==> config.mk <==
export PLATFORM = sky130hd
export DESIGN_NAME = cmdi_top
export DESIGN_NICKNAME = d
export VERILOG_FILES = /design/src/inc/cmdi_pkg.sv /design/src/rtl/cmdi_top.sv
export SDC_FILE = /design/constraint.sdc
export NUM_CORES = 1
export LEC_CHECK = 0
export BUFFER_PORTS_ARGS = -buffer_cell sky130_fd_sc_hd__buf_2
export CAP_MARGIN = 20
export CORE_ASPECT_RATIO = 0.5
export CORE_MARGIN = 5
export CORE_UTILIZATION = 31
export DETAILED_ROUTE_END_ITERATION = 12
export PLACE_DENSITY_LB_ADDON = 0.1
export SKIP_CTS_REPAIR_TIMING = 1
export SLEW_MARGIN = 40
export SYNTH_ARGS = -nofsm -noshare
export SYNTH_HDL_FRONTEND = slang
export SYNTH_SLANG_ARGS = --single-unit
==> constraint.sdc <==
create_clock -name clk -period 8.9 [get_ports clk]
set_input_delay 1.78 -clock clk [delete_from_list [all_inputs] [get_ports clk]]
set_output_delay 1.78 -clock clk [all_outputs]
set_load 0.02 [all_outputs]
==> src/inc/cmdi_pkg.sv <==
// Constants, bus records and state record of the CAN data and irq block
package cmdi_pkg;
	localparam int NOBJ = 32;
	localparam int NBYTE = 8;
	// Register offsets
	localparam logic [7:0] A_CODE_L = 8'h08;
	localparam logic [7:0] A_CODE_H = 8'h09;
	localparam logic [7:0] A_PAY0 = 8'h10;
	localparam logic [7:0] A_CFG = 8'h20;
	localparam logic [7:0] A_STAT = 8'h21;
	localparam logic [7:0] A_SEL = 8'h24;
	localparam logic [7:0] A_OCTL = 8'h25;
	localparam logic [7:0] A_TREQ0 = 8'h80;
	localparam logic [7:0] A_NDAT0 = 8'h90;
	localparam logic [7:0] A_PEND0 = 8'ha0;
	localparam logic [7:0] A_VLD0 = 8'hb0;
	// Field positions
	localparam int CFG_EN = 0;
	localparam int CFG_LVL = 1;
	localparam int STAT_LEC = 0;
	localparam int STAT_TX_SUCCESS_FLAG = 3;
	localparam int STAT_RX_SUCCESS_FLAG = 4;
	localparam int SEL_CLR = 7;
	localparam int OCTL_TX_REQUEST_FLAG = 0;
	localparam int OCTL_RXIE = 2;
	localparam int OCTL_TXIE = 3;
	localparam int OCTL_PEND = 5;
	localparam int OCTL_VLD = 6;
	localparam int OCTL_NDAT = 7;
	// Values
	localparam logic [15:0] CODE_NONE = 16'h0000;
	localparam logic [15:0] CODE_STAT = 16'h8000;
	localparam logic [3:0] DLC_MAX = 4'h8;
	localparam logic [6:0] BITS_MAX = 7'h40;
	localparam logic [7:0] RD_IDLE = 8'h00;
	localparam logic IRQ_RST = 1'h1;

	typedef enum logic {TX_IDLE, TX_SHIFT} cmdi_tx_e;

	// Register port request
	typedef struct packed {
		logic [7:0] addr;
		logic [7:0] wdata;
		logic we;
		logic re;
	} cmdi_bus_s;

	// Protocol core events
	typedef struct packed {
		logic stat_wr;
		logic rx_ok;
		logic tx_ok;
		logic [2:0] last_error_field;
		logic tx_done;
		logic rx_done;
		logic remote;
		logic [4:0] obj;
	} cmdi_core_s;

	// Serial payload strobes from the core
	typedef struct packed {
		logic tx_start;
		logic tx_shift;
		logic [3:0] payload_length_code;
		logic rx_valid;
		logic rx_bit;
	} cmdi_ser_s;

	typedef struct packed {
		logic [NBYTE-1:0][7:0] payload;
		logic [NOBJ-1:0] pend;
		logic [NOBJ-1:0] tx_request_flag;
		logic [NOBJ-1:0] txie;
		logic [NOBJ-1:0] rxie;
		logic [NOBJ-1:0] ndat;
		logic [NOBJ-1:0] vld;
		logic stat_pend;
		logic line_en;
		logic lvl_sel;
		logic rx_ok;
		logic tx_ok;
		logic [2:0] last_error_field;
		logic [4:0] sel;
		logic clr_acc;
		logic [15:0] code;
		logic [7:0] rdata;
		logic irq;
		logic [63:0] txsh;
		logic [6:0] txcnt;
		cmdi_tx_e txst;
		logic tx_bit;
		logic [63:0] rxsh;
	} cmdi_state_s;
endpackage : cmdi_pkg

==> src/rtl/cmdi_top.sv <==
// CAN payload buffers, request flags and interrupt identification
module cmdi_top (
	input wire logic clk,
	input wire logic rst_n,
	input wire cmdi_pkg::cmdi_bus_s bus,
	output logic [7:0] rd_data,
	input wire cmdi_pkg::cmdi_core_s core,
	input wire cmdi_pkg::cmdi_ser_s ser,
	output logic tx_bit,
	output logic tx_busy,
	output logic controller_irq_output
);
	cmdi_pkg::cmdi_state_s s_reg;
	cmdi_pkg::cmdi_state_s s_next;
	logic [15:0] code_next;
	logic [7:0] rd_next;
	logic [1:0] grp;

	assign grp = bus.addr[1:0];

	// Single next-state process for the whole block
	always_comb begin
		s_next = s_reg;
		code_next = cmdi_pkg::CODE_NONE;
		rd_next = cmdi_pkg::RD_IDLE;

		// Fixed priority encoder, lowest object wins
		for (int i = cmdi_pkg::NOBJ - 1; i >= 0; i--) begin
			if (s_reg.pend[i]) begin
				code_next = 16'(i + 1);
			end
		end
		if (s_reg.stat_pend) begin
			code_next = cmdi_pkg::CODE_STAT;
		end
		// Updated even while the line is disabled
		s_next.code = code_next;

		// Line level follows the select bit
		if (s_reg.line_en && code_next != cmdi_pkg::CODE_NONE) begin
			s_next.irq = s_reg.lvl_sel;
		end else begin
			s_next.irq = !s_reg.lvl_sel;
		end

		// Read mux; flag bank addresses take no writes, the flags are written only through A_OCTL
		if (bus.re) begin
			if (bus.addr[7:3] == cmdi_pkg::A_PAY0[7:3]) begin
				rd_next = s_reg.payload[bus.addr[2:0]];
			end else if (bus.addr[7:2] == cmdi_pkg::A_TREQ0[7:2]) begin
				rd_next = s_reg.tx_request_flag[8 * grp +: 8];
			end else if (bus.addr[7:2] == cmdi_pkg::A_NDAT0[7:2]) begin
				rd_next = s_reg.ndat[8 * grp +: 8];
			end else if (bus.addr[7:2] == cmdi_pkg::A_PEND0[7:2]) begin
				rd_next = s_reg.pend[8 * grp +: 8];
			end else if (bus.addr[7:2] == cmdi_pkg::A_VLD0[7:2]) begin
				rd_next = s_reg.vld[8 * grp +: 8];
			end else begin
				case (bus.addr)
					cmdi_pkg::A_CODE_L: begin
						rd_next = s_reg.code[7:0];
					end
					cmdi_pkg::A_CODE_H: begin
						rd_next = s_reg.code[15:8];
					end
					cmdi_pkg::A_CFG: begin
						rd_next[cmdi_pkg::CFG_EN] = s_reg.line_en;
						rd_next[cmdi_pkg::CFG_LVL] = s_reg.lvl_sel;
					end
					cmdi_pkg::A_STAT: begin
						rd_next[cmdi_pkg::STAT_LEC +: 3] = s_reg.last_error_field;
						rd_next[cmdi_pkg::STAT_TX_SUCCESS_FLAG] = s_reg.tx_ok;
						rd_next[cmdi_pkg::STAT_RX_SUCCESS_FLAG] = s_reg.rx_ok;
					end
					cmdi_pkg::A_SEL: begin
						rd_next[4:0] = s_reg.sel;
						rd_next[cmdi_pkg::SEL_CLR] = s_reg.clr_acc;
					end
					cmdi_pkg::A_OCTL: begin
						rd_next[cmdi_pkg::OCTL_TX_REQUEST_FLAG] = s_reg.tx_request_flag[s_reg.sel];
						rd_next[cmdi_pkg::OCTL_RXIE] = s_reg.rxie[s_reg.sel];
						rd_next[cmdi_pkg::OCTL_TXIE] = s_reg.txie[s_reg.sel];
						rd_next[cmdi_pkg::OCTL_PEND] = s_reg.pend[s_reg.sel];
						rd_next[cmdi_pkg::OCTL_VLD] = s_reg.vld[s_reg.sel];
						rd_next[cmdi_pkg::OCTL_NDAT] = s_reg.ndat[s_reg.sel];
					end
					default: begin
						rd_next = cmdi_pkg::RD_IDLE;
					end
				endcase
			end
		end
		// Data stands one cycle only, zero otherwise
		s_next.rdata = rd_next;

		// Software writes to plain registers
		if (bus.we) begin
			if (bus.addr[7:3] == cmdi_pkg::A_PAY0[7:3]) begin
				s_next.payload[bus.addr[2:0]] = bus.wdata;
			end
			case (bus.addr)
				cmdi_pkg::A_CFG: begin
					s_next.line_en = bus.wdata[cmdi_pkg::CFG_EN];
					s_next.lvl_sel = bus.wdata[cmdi_pkg::CFG_LVL];
				end
				cmdi_pkg::A_STAT: begin
					// Touches only the fields, never stat_pend
					s_next.last_error_field = bus.wdata[cmdi_pkg::STAT_LEC +: 3];
					s_next.tx_ok = bus.wdata[cmdi_pkg::STAT_TX_SUCCESS_FLAG];
					s_next.rx_ok = bus.wdata[cmdi_pkg::STAT_RX_SUCCESS_FLAG];
				end
				cmdi_pkg::A_SEL: begin
					s_next.sel = bus.wdata[4:0];
					s_next.clr_acc = bus.wdata[cmdi_pkg::SEL_CLR];
				end
				default: begin
				end
			endcase
		end

		// Per-object flags; hardware events come last so a set wins
		for (int i = 0; i < cmdi_pkg::NOBJ; i++) begin
			if (s_reg.sel == 5'(i)) begin
				if (bus.we && bus.addr == cmdi_pkg::A_OCTL) begin
					s_next.tx_request_flag[i] = bus.wdata[cmdi_pkg::OCTL_TX_REQUEST_FLAG];
					s_next.rxie[i] = bus.wdata[cmdi_pkg::OCTL_RXIE];
					s_next.txie[i] = bus.wdata[cmdi_pkg::OCTL_TXIE];
					s_next.pend[i] = bus.wdata[cmdi_pkg::OCTL_PEND];
					s_next.vld[i] = bus.wdata[cmdi_pkg::OCTL_VLD];
					s_next.ndat[i] = bus.wdata[cmdi_pkg::OCTL_NDAT];
				end
				// Read and release the object in one access
				if (bus.re && bus.addr == cmdi_pkg::A_OCTL && s_reg.clr_acc) begin
					s_next.pend[i] = 1'b0;
				end
			end
			if (core.obj == 5'(i)) begin
				if (core.tx_done) begin
					s_next.tx_request_flag[i] = 1'b0;
					if (s_reg.txie[i]) begin
						s_next.pend[i] = 1'b1;
					end
				end
				if (core.rx_done) begin
					s_next.ndat[i] = 1'b1;
					if (s_reg.rxie[i]) begin
						s_next.pend[i] = 1'b1;
					end
				end
				if (core.remote) begin
					s_next.tx_request_flag[i] = 1'b1;
				end
			end
		end

		// Status interrupt: read clears, core write sets it while the line is enabled and wins
		if (bus.re && bus.addr == cmdi_pkg::A_STAT) begin
			s_next.stat_pend = 1'b0;
		end
		if (core.stat_wr) begin
			s_next.rx_ok = core.rx_ok;
			s_next.tx_ok = core.tx_ok;
			s_next.last_error_field = core.last_error_field;
			if (s_reg.line_en) begin
				s_next.stat_pend = 1'b1;
			end
		end

		// Transmit shifter, byte 0 loaded into the top bits
		case (s_reg.txst)
			cmdi_pkg::TX_IDLE: begin
				if (ser.tx_start && ser.payload_length_code != 4'h0) begin
					for (int b = 0; b < cmdi_pkg::NBYTE; b++) begin
						s_next.txsh[63 - 8 * b -: 8] = s_reg.payload[b];
					end
					if (ser.payload_length_code > cmdi_pkg::DLC_MAX) begin
						s_next.txcnt = cmdi_pkg::BITS_MAX;
					end else begin
						s_next.txcnt = {ser.payload_length_code, 3'h0};
					end
					s_next.txst = cmdi_pkg::TX_SHIFT;
				end
			end
			cmdi_pkg::TX_SHIFT: begin
				if (ser.tx_shift) begin
					s_next.tx_bit = s_reg.txsh[63];
					s_next.txsh = {s_reg.txsh[62:0], 1'b0};
					s_next.txcnt = s_reg.txcnt - 7'h01;
					if (s_reg.txcnt == 7'h01) begin
						s_next.txst = cmdi_pkg::TX_IDLE;
					end
				end
			end
			default: begin
				s_next.txst = cmdi_pkg::TX_IDLE;
			end
		endcase

		// Receive shifter; cleared on each frame, so short frames leave zero top bits
		if (ser.rx_valid) begin
			s_next.rxsh = {s_reg.rxsh[62:0], ser.rx_bit};
		end
		if (core.rx_done) begin
			for (int b = 0; b < cmdi_pkg::NBYTE; b++) begin
				s_next.payload[b] = s_reg.rxsh[63 - 8 * b -: 8];
			end
			s_next.rxsh = '0;
		end
	end

	// State register, synchronous reset
	always_ff @(posedge clk) begin
		if (!rst_n) begin
			s_reg <= '0;
			s_reg.irq <= cmdi_pkg::IRQ_RST;
		end else begin
			s_reg <= s_next;
		end
	end

	assign rd_data = s_reg.rdata;
	assign tx_bit = s_reg.tx_bit;
	assign tx_busy = s_reg.txst == cmdi_pkg::TX_SHIFT;
	assign controller_irq_output = s_reg.irq;
endmodule : cmdi_top

* Word level (Yosys, flattened, before mapping)
Index checks and enable logic that the tools add are counted.
** Storage, ports and cells
- Register bits after elaboration :: 432
- Bits of input ports :: 42
- Output and inout port bits :: 11
- Logic and storage cells :: 887
** Cells by class
- Add/subtract/negate cells :: 1
- $lt $le $gt $ge :: 4
- Equal/unequal tests :: 76
- Shifts and indexed selects :: 4
- Multiplexer cells :: 621
- Bitwise operators :: 2
- Reduce and logical (&&, ||, !) cells :: 56
** Operators with widths (number)
- 1-bit two-way mux :: 555
- 16-bit two-way mux :: 31
- 64-bit two-way mux :: 3
- 5-bit == test (second input constant) :: 32
- 72-bit one-hot mux with 2 select lines :: 1
- 32-bit by 6-bit variable part select with 8-bit output :: 4
- 5-bit by 4-bit == test with 1-bit output (second input constant) :: 16
- 2-bit AND reduction :: 39
- 73-bit two-way mux :: 1
- 72-bit two-way mux :: 1
- 64-bit bitwise mux :: 1
- 8-bit two-way mux :: 7
- 5-bit by 3-bit == test with 1-bit output (second input constant) :: 8
- 8-bit by 6-bit == test with 1-bit output (second input constant) :: 4
- 1-bit binary-select mux with 5-bit select :: 6
- 5-bit by 2-bit == test with 1-bit output (second input constant) :: 5
- 8-bit binary-select mux with 3-bit select :: 1
- 8-bit demux with 3-bit select :: 1
- 6-bit == test (second input constant) :: 4
- 6-bit two-way mux :: 3
- 8-bit by 4-bit == test with 1-bit output (second input constant) :: 2
- 16-bit nonzero test :: 1
- 11-bit two-way mux :: 1
- 5-bit by 1-bit == test with 1-bit output (second input constant) :: 2
- other kinds (21) :: 35

* Depth between registers and ports, before layout
Gate-level depths: netlist of the first run.
- Depth in word-level cells :: 36
- Gate-level depth with buffers :: 10
- Gate-level depth less buffers :: 7

* Worst setup path before layout of the first run
Ideal clock, no wire load.
- Kind :: input to register
- Start :: in bus[11] (netlist bit)
- End :: reg s_reg[316] (netlist bit)
- Arrival :: 4.200 ns
- Data required time :: 8.783 ns
- Path slack :: 4.582 ns
- Stages :: 9
- Cells stage by stage :: buf_2 -> or4b_4 -> or4_1 -> buf_6 -> nor2_1 -> and3_1 -> buf_4 -> mux2_2 -> a32o_1
** Between the ends
- Cells in the longest elaborated chain, start to end :: 7
** RTL lines
- start, declared :: RTL line cmdi_top.sv:5 : input wire cmdi_pkg::cmdi_bus_s bus,
- 8-bit by 6-bit == test with 1-bit output (*) :: RTL line cmdi_top.sv:124 : if (bus.we && bus.addr == cmdi_pkg::A_OCTL) begin
- 1-bit logical AND (*) :: RTL line cmdi_top.sv:124
- 1-bit two-way mux (*) :: RTL line cmdi_top.sv:124
- 1-bit two-way mux (*) :: RTL line cmdi_top.sv:123 : if (s_reg.sel == 5'(i)) begin
- 1-bit two-way mux :: RTL line cmdi_top.sv:138 : if (core.tx_done) begin
- 1-bit two-way mux :: RTL line cmdi_top.sv:150 : if (core.remote) begin
- 1-bit two-way mux (*) :: RTL line cmdi_top.sv:137 : if (core.obj == 5'(i)) begin
- end signal, assigned :: RTL line cmdi_top.sv:217 : s_reg <= s_next;
- end, declared :: RTL line cmdi_top.sv:13 : cmdi_pkg::cmdi_state_s s_reg;
Mark *: on every way between the ends. The rest lies on a longest branch, timed or not.
A chain may end at the register's enable or synchronous reset.

* Final worst setup path of the first run
- Start :: in bus[11] (netlist bit)
- End :: reg s_reg[334] (netlist bit)
Same word-level chain as after synthesis.

==> reports/qor.txt, run 1 <==
outcome: completed
CTS Buf Count: 44
Initial Util: 0.313
synthesized net count: 2352
power per cell area: 172 nW/um^2
asr flop ratio synth: 0
Max Fclk: 198 MHz
Max Cap Viol: 0
final hold vios: 0
Finished Layout Cells: 3211
sequential cell area fraction in the yosys report: 0.391
Vias: 17600
Yosys cell types: 70
FF-to-FF setup slack: 5.55 ns
vias per cell: 5.49
total die area: 75500 um^2
Hold WS: 0.451 ns
Final GP Congestion: 0.959
leakage dissipation: 8.32 nW
Worst Path Max Fanout: 52
vias in the first global route: 16900
CTS tree: yes
dominant synthesized flop cell: dfxtp_1
initial antenna violation count: 4
Min-Delay Path Class: flop to flop
Inst Count DP: 3127
Syn Std Cell Area: 21600 um^2
core area: 69100 um^2
Slew Limit Headroom: 0.424
R2R cell count: 6
number of I/O pins: 53
worst vdd ir: 0.110 mV
Root Buffer: clkbuf_16
clk sink count: 423
fin crit share: 0.568
Worst-Skew Late Latency: 0.60 ns
crit path time final: 5.06 ns
Mean Syn Cell Area: 9.37 um^2
Net count, final: 2273
DR WL/cell: 25.3 um
Routed Antenna Nets: 0
DRC viols: 0
WP data arrival: 5.55 ns
GR Overflow Total: 0
Clock Path Buffers: 3
Post-Syn Instances: 2308
worst r2r src: s_reg[163]$_SDFFE_PN0P_
GR Util All Layers: 0.210
setup TNS: 0 ns
layout cells sized above 1: 0.172
CP Class: primary input to flop
Final Max Tran Viols: 0
violation count after the first detailed-routing iteration: 1692
CP Launch Type: primary input
Die H: 197 um
warnings from Yosys: 0
Post-Route WL: 81.1 mm
Largest register FFs: 412
H-tree levels: 2
pin count of the biggest net entering global routing: 128
chip width: 384 um
DP HPWL: 53.6 mm
Port Buf Inserts: 52
crit path to: s_reg[334]$_SDFF_PN0_
Worst Tran Pin Value: 0.865 ns
Synth Register Bits: 423
CP endpoint kind: flop
first-pass GRT wire length: 119 mm
final setup violation count: 0
Crit. Startpoint: bus[11]
design area: 24000 um^2
RSZ-0062 raised after global routing: false
First-pass DRT Iterations: 7
terminus of the critical flop-to-flop path: rd_data[0]$_SDFF_PN0_
skew final: 0.0109 ns
clock slew at reported path FFs: 0.06 ns
Std-Cell Rows: 68
power after layout: 4.13 mW
post-place instance area: 22500 um^2
Critical Path RT: 9.39 ns
Post-synth EDFFs: 0
Area Growth Syn to Fin: 11.1%
==> per-stage QoR <==
step | setup WS [ns] | util
6_report | 3.84 | 0.348
2_1_floorplan | 4.58 | -
4_1_cts | 3.98 | 0.347
5_1_grt | 3.88 | 0.348
3_5_place_dp | 3.33 | 0.326
3_3_place_gp | 2.95 | 0.326
==> routing by layer <==
layer | routed length [um] | track usage | up-vias | share of wire
met4 | 1680 | 0.0516 | 0 | 0.021
met2 | 36500 | 0.327 | 529 | 0.45
met1 | 37300 | 0.295 | 8819 | 0.46
met3 | 5550 | 0.0467 | 94 | 0.068
li1 | - | - | 8179 | -
met5 | 0 | 0 | - | 0
==> report_power, final <==
group / internal, mW / switching [mW] / leakage, nW
Combinational: 0.0630 / 0.193 / 4.18
Sequential: 1.90 / 0.00936 / 3.41
Clock: 1.11 / 0.851 / 0.727
Total: 3.08 / 1.05 / 8.32
==> worst min-delay path by stage <==
stage	slack, ns	to	startpoint	depth (start not counted)
global route	0.48	s_reg[109]$_SDFFE_PN0P_	s_reg[109]$_SDFFE_PN0P_	2
finish	0.45	tx_bit$_SDFFE_PN0P_	s_reg[136]$_SDFFE_PN0P_	2
detailed placement	0.45	s_reg[123]$_SDFFE_PN0P_	s_reg[123]$_SDFFE_PN0P_	2
CTS	0.46	tx_bit$_SDFFE_PN0P_	s_reg[136]$_SDFFE_PN0P_	2
floorplan	0.43	tx_bit$_SDFFE_PN0P_	s_reg[136]$_SDFFE_PN0P_	2
global placement	0.44	s_reg[103]$_SDFFE_PN0P_	s_reg[103]$_SDFFE_PN0P_	2
==> critical path, stage by stage <==
cell and delay, ns:
buf_2 0.10, buf_4 0.35, or4b_4 0.65, or4_4 0.78, nor2_1 0.73, and3_1 0.50, mux2_2 0.38, a32o_1 0.23
==> layout by cell type (no fill, tap or decap), drive strengths merged, types with 7 or more instances in the layout <==
cell / n
a22o: 35
nand2b: 11
inv: 17
dfxtp: 423
clkbuf: 64
mux4: 107
nor3: 16
or2: 8
mux2i: 239
nor4: 26
a32o: 17
a31oi: 9
o2bb2ai: 13
nand2: 344
buf: 86
and3: 13
and2: 23
o21ai: 25
nand3: 41
clkinv: 7
o22ai: 31
a22oi: 71
a21oi: 210
mux2: 84
nor2: 257
nor2b: 7
==> cell usage after synthesis (9+ instances only) <==
cell,count,area [um^2]
a21oi_1,210,1050
a22o_1,35,307
a22oi_1,71,533
a31oi_1,9,56.3
a32o_1,17,170
and2_1,22,138
and3_1,13,81.3
buf_1,31,116
buf_2,13,65.1
buf_4,16,120
clkbuf_1,148,556
dfxtp_1,423,8470
inv_1,13,48.8
mux2_2,83,935
mux2i_1,239,2390
mux4_2,107,2410
nand2_1,343,1290
nand2b_1,11,68.8
nand3_1,41,205
nor2_1,257,965
nor3_1,14,70.1
nor4_1,12,75.1
nor4_4,13,277
o21ai_0,25,125
o22ai_1,31,194
o2bb2ai_1,13,114
==> cell type report <==
class	instances	area [um^2]
clock inverters	14	208
fillers	7137	45000
diodes	5	12.5
multi-input cells	1660	12300
repair buffers	86	564
flip-flops and latches	423	8480
inverters	14	60.1
well taps	945	1180
clock buffers	64	1270
==> cell families after synthesis <==
group	count (synthesis)	share of synthesized area
flip-flops	423	0.391
adder cells (fa/ha/maj)	2	0.00116
XOR/XNOR	1	0.000405
AND/OR/NAND/NOR	782	0.167
buffers and inverters	225	0.0436
AO/OA/AOI/OAI	445	0.131
multiplexers	430	0.266
No activity file was read; power rests on OpenSTA's default activity.
==> run 2, diff against run 1 <==
--- a/config.mk
+++ b/config.mk
@@ -5,6 +5,7 @@
 export SDC_FILE = /design/constraint.sdc
 export NUM_CORES = 1
 export LEC_CHECK = 0
+export ABC_AREA = 1
 export BUFFER_PORTS_ARGS = -buffer_cell sky130_fd_sc_hd__buf_2
 export CAP_MARGIN = 20
 export CORE_ASPECT_RATIO = 0.5
==> constraint.sdc (replaced) <==
create_clock -name clk -period 4.1 [get_ports clk]
set_input_delay 0.82 -clock clk [delete_from_list [all_inputs] [get_ports clk]]
set_output_delay 0.82 -clock clk [all_outputs]
set_load 0.02 [all_outputs]
==> run 2 against run 1 <==
Effect of this change: cell area down 3.8%; sequential share of layout area is 1.4 points higher; combinational power grew to 2.6 times the previous value; utilization increased by 0.64 points; via count up 19%; synthesized area decreased by 5.3%.
==> reports/qor.txt, run 2 <==
top cell type's share of synthesized area: 0.413
most numerous cell in the Yosys netlist: nand2_1
Worst-Skew Late Latency: 0.60 ns
leakage dissipation: 7.79 nW
Mean Syn Cell Area: 7.20 um^2
Yosys top cell by area: dfxtp_1
sequential cell area fraction in the yosys report: 0.413
dominant synthesized flop cell: dfxtp_1
Area Growth Syn to Fin: 12.9%
final hold vios: 0
largest cells by area after synthesis: dfxtp_1 41%, nand2_1 10%, a21oi_1 8.0%, inv_1 4.4%, o221ai_1 3.9%
Critical Path RT: 4.58 ns
synthesized net count: 2889
worst r2r src: s_reg[164]$_SDFFE_PN0P_
clk sink count: 423
First-pass DRT Iterations: 6
CP endpoint kind: flop
Sw Ratio: 0.265
Worst Path Max Fanout: 20
vias per cell: 5.64
Routed Antenna Nets: 0
DR WL/cell: 23.7 um
final core occ: 0.354
worst vdd ir: 0.313 mV
Crit. Startpoint: s_reg[164]$_SDFFE_PN0P_
dpl ws: 0.861 ns
Root Buffer: clkbuf_16
Net count, final: 2857
Min-Delay Path Class: flop to flop
GR Util All Layers: 0.239
H-tree levels: 2
chip width: 374 um
Clock Path Buffers: 3
Global Route met2 Usage: 0.370
Hold Crit Start: s_reg[73]$_SDFFE_PN0P_
Max Fclk: 326 MHz
vias in the first global route: 19600
worst setup margin: 1.03 ns
CP Launch Type: flop
RSZ-0062 raised after global routing: false
core area: 65200 um^2
final setup violation count: 0
Max Cap Viol: 0
skew final: 0.0196 ns
power per cell area: 389 nW/um^2
initial antenna violation count: 1
WP data arrival: 3.54 ns
Yosys cell types: 47
Syn Std Cell Area: 20500 um^2
total die area: 71600 um^2
Clock power frac: 0.459
top cells by count, synth: 553 x nand2_1, 423 x dfxtp_1, 326 x a21oi_1
Post-Route WL: 88.6 mm
first-pass GRT wire length: 131 mm
Post-Syn Instances: 2845
violation count after the first detailed-routing iteration: 2142
Sequential Power Share: 0.468
layout cells sized above 1: 0.108
met3 GRT Util: 0.0564
Largest register FFs: 412
CTS Buf Count: 44
Worst Tran Pin Value: 0.932 ns
DRC viols: 0
CP Class: flop to flop
most frequent cells in the layout: 553 x nand2_1, 423 x dfxtp_1, 326 x a21oi_1
Slew Limit Headroom: 0.374
warnings from Yosys: 0
busiest grt layer: met2
Die H: 192 um
Synth Register Bits: 423
Std-Cell Rows: 66
n_diodes: 0
fin crit share: 0.748
setup TNS: 0 ns
crit path time final: 3.07 ns
CTS tree: yes
GR Overflow Total: 0
number of I/O pins: 53
asr flop ratio synth: 0
Switch Pwr: 2.38 mW
Final Max Tran Viols: 0
met1 Track Usage GR: 0.334
Final GP Congestion: 0.960
clock slew at reported path FFs: 0.06 ns
Combinational Power Share: 0.073
cell-internal power: 6.61 mW
DP HPWL: 61.2 mm
Post-synth EDFFs: 0
commonest non-fill, non-tap cell in the layout: nand2_1
Port Buf Inserts: 52
Initial Util: 0.314
pin count of the biggest net entering global routing: 88
outcome: completed
Vias: 21000
## run 2: cell count changes in the layout (fill, tap and decap cells not counted), sizes merged, moves of 68 or more
| cell | change |
|---|---|
| a21oi | +116 |
| a31oi | +68 |
| inv | +288 |
| mux2 | -84 |
| mux2i | -239 |
| mux4 | -107 |
| nand2 | +211 |
| o21ai | +197 |
| o221ai | +91 |
## run 2: per-layer routing
metal | up-vias | share of wire
met5 | - | 0.00012
met4 | 2 | 0.027
met3 | 143 | 0.085
met2 | 842 | 0.43
met1 | 10200 | 0.46
li1 | 9890 | -
## run 2: layout make-up
class	instances	area [um^2]
Multi-Input combinational cell	1918	10100
Clock buffer	60	1260
Clock inverter	19	163
Timing Repair Buffer	117	840
Inverter	309	1170
Tap cell	884	1110
Sequential cell	423	8470
Fill cell	7066	42100
## run 2: path summary, 6_finish.rpt
path	to	cells past startpoint	slack [ns]
hold / removal	s_reg[73]$_SDFFE_PN0P_	2	0.47
setup / recovery	rd_data[0]$_SDFF_PN0_	12	1.03
setup reg to reg	rd_data[0]$_SDFF_PN0_	12	1.03
hold reg to reg	s_reg[73]$_SDFFE_PN0P_	2	0.47
## run 2: power by group through the flow
stage	clock network [mW]	registers [mW]	logic, mW
2_1_floorplan	0	4.28	0.393
3_3_place_gp	0	4.30	0.644
3_5_place_dp	0	4.30	0.652
4_1_cts	4.22	4.21	0.654
5_1_grt	4.37	4.21	0.710
6_report	4.13	4.21	0.656
## run 2: logic make-up after synthesis
logic type               Yosys count  share of synthesized area
AO/OA/AOI/OAI                    981                      0.294
XOR/XNOR                           2                   0.000855
adder cells (fa/ha/maj)            2                    0.00122
buffers and inverters            504                     0.0951
flip-flops                       423                      0.413
AND/OR/NAND/NOR                  933                      0.195
## run 2: through the flow
stage / instances / instance area (um^2) / total power [mW] / hold WS (ns)
after floorplan: 2845 / 20500 / 4.67 / 0.432
after global placement: 3649 / 21600 / 4.94 / 0.454
after detailed placement: 3651 / 21700 / 4.95 / 0.456
after CTS: 3730 / 23100 / 9.08 / 0.451
after global routing: 3730 / 23100 / 9.29 / 0.481
final: 3730 / 23100 / 8.99 / 0.466
## run 2: critical path, cell delays in order, from the launching register on
cell and delay, ns:
dfxtp_1 0.37, buf_12 0.20, nand2_1 0.64, buf_4 0.30
o22ai_1 0.09, a221oi_1 0.36, o2111ai_1 0.25, o211ai_1 0.21
nand3_1 0.10, o21ai_1 0.15, o2111ai_1 0.14, nand2_1 0.09
inv_1 0.05
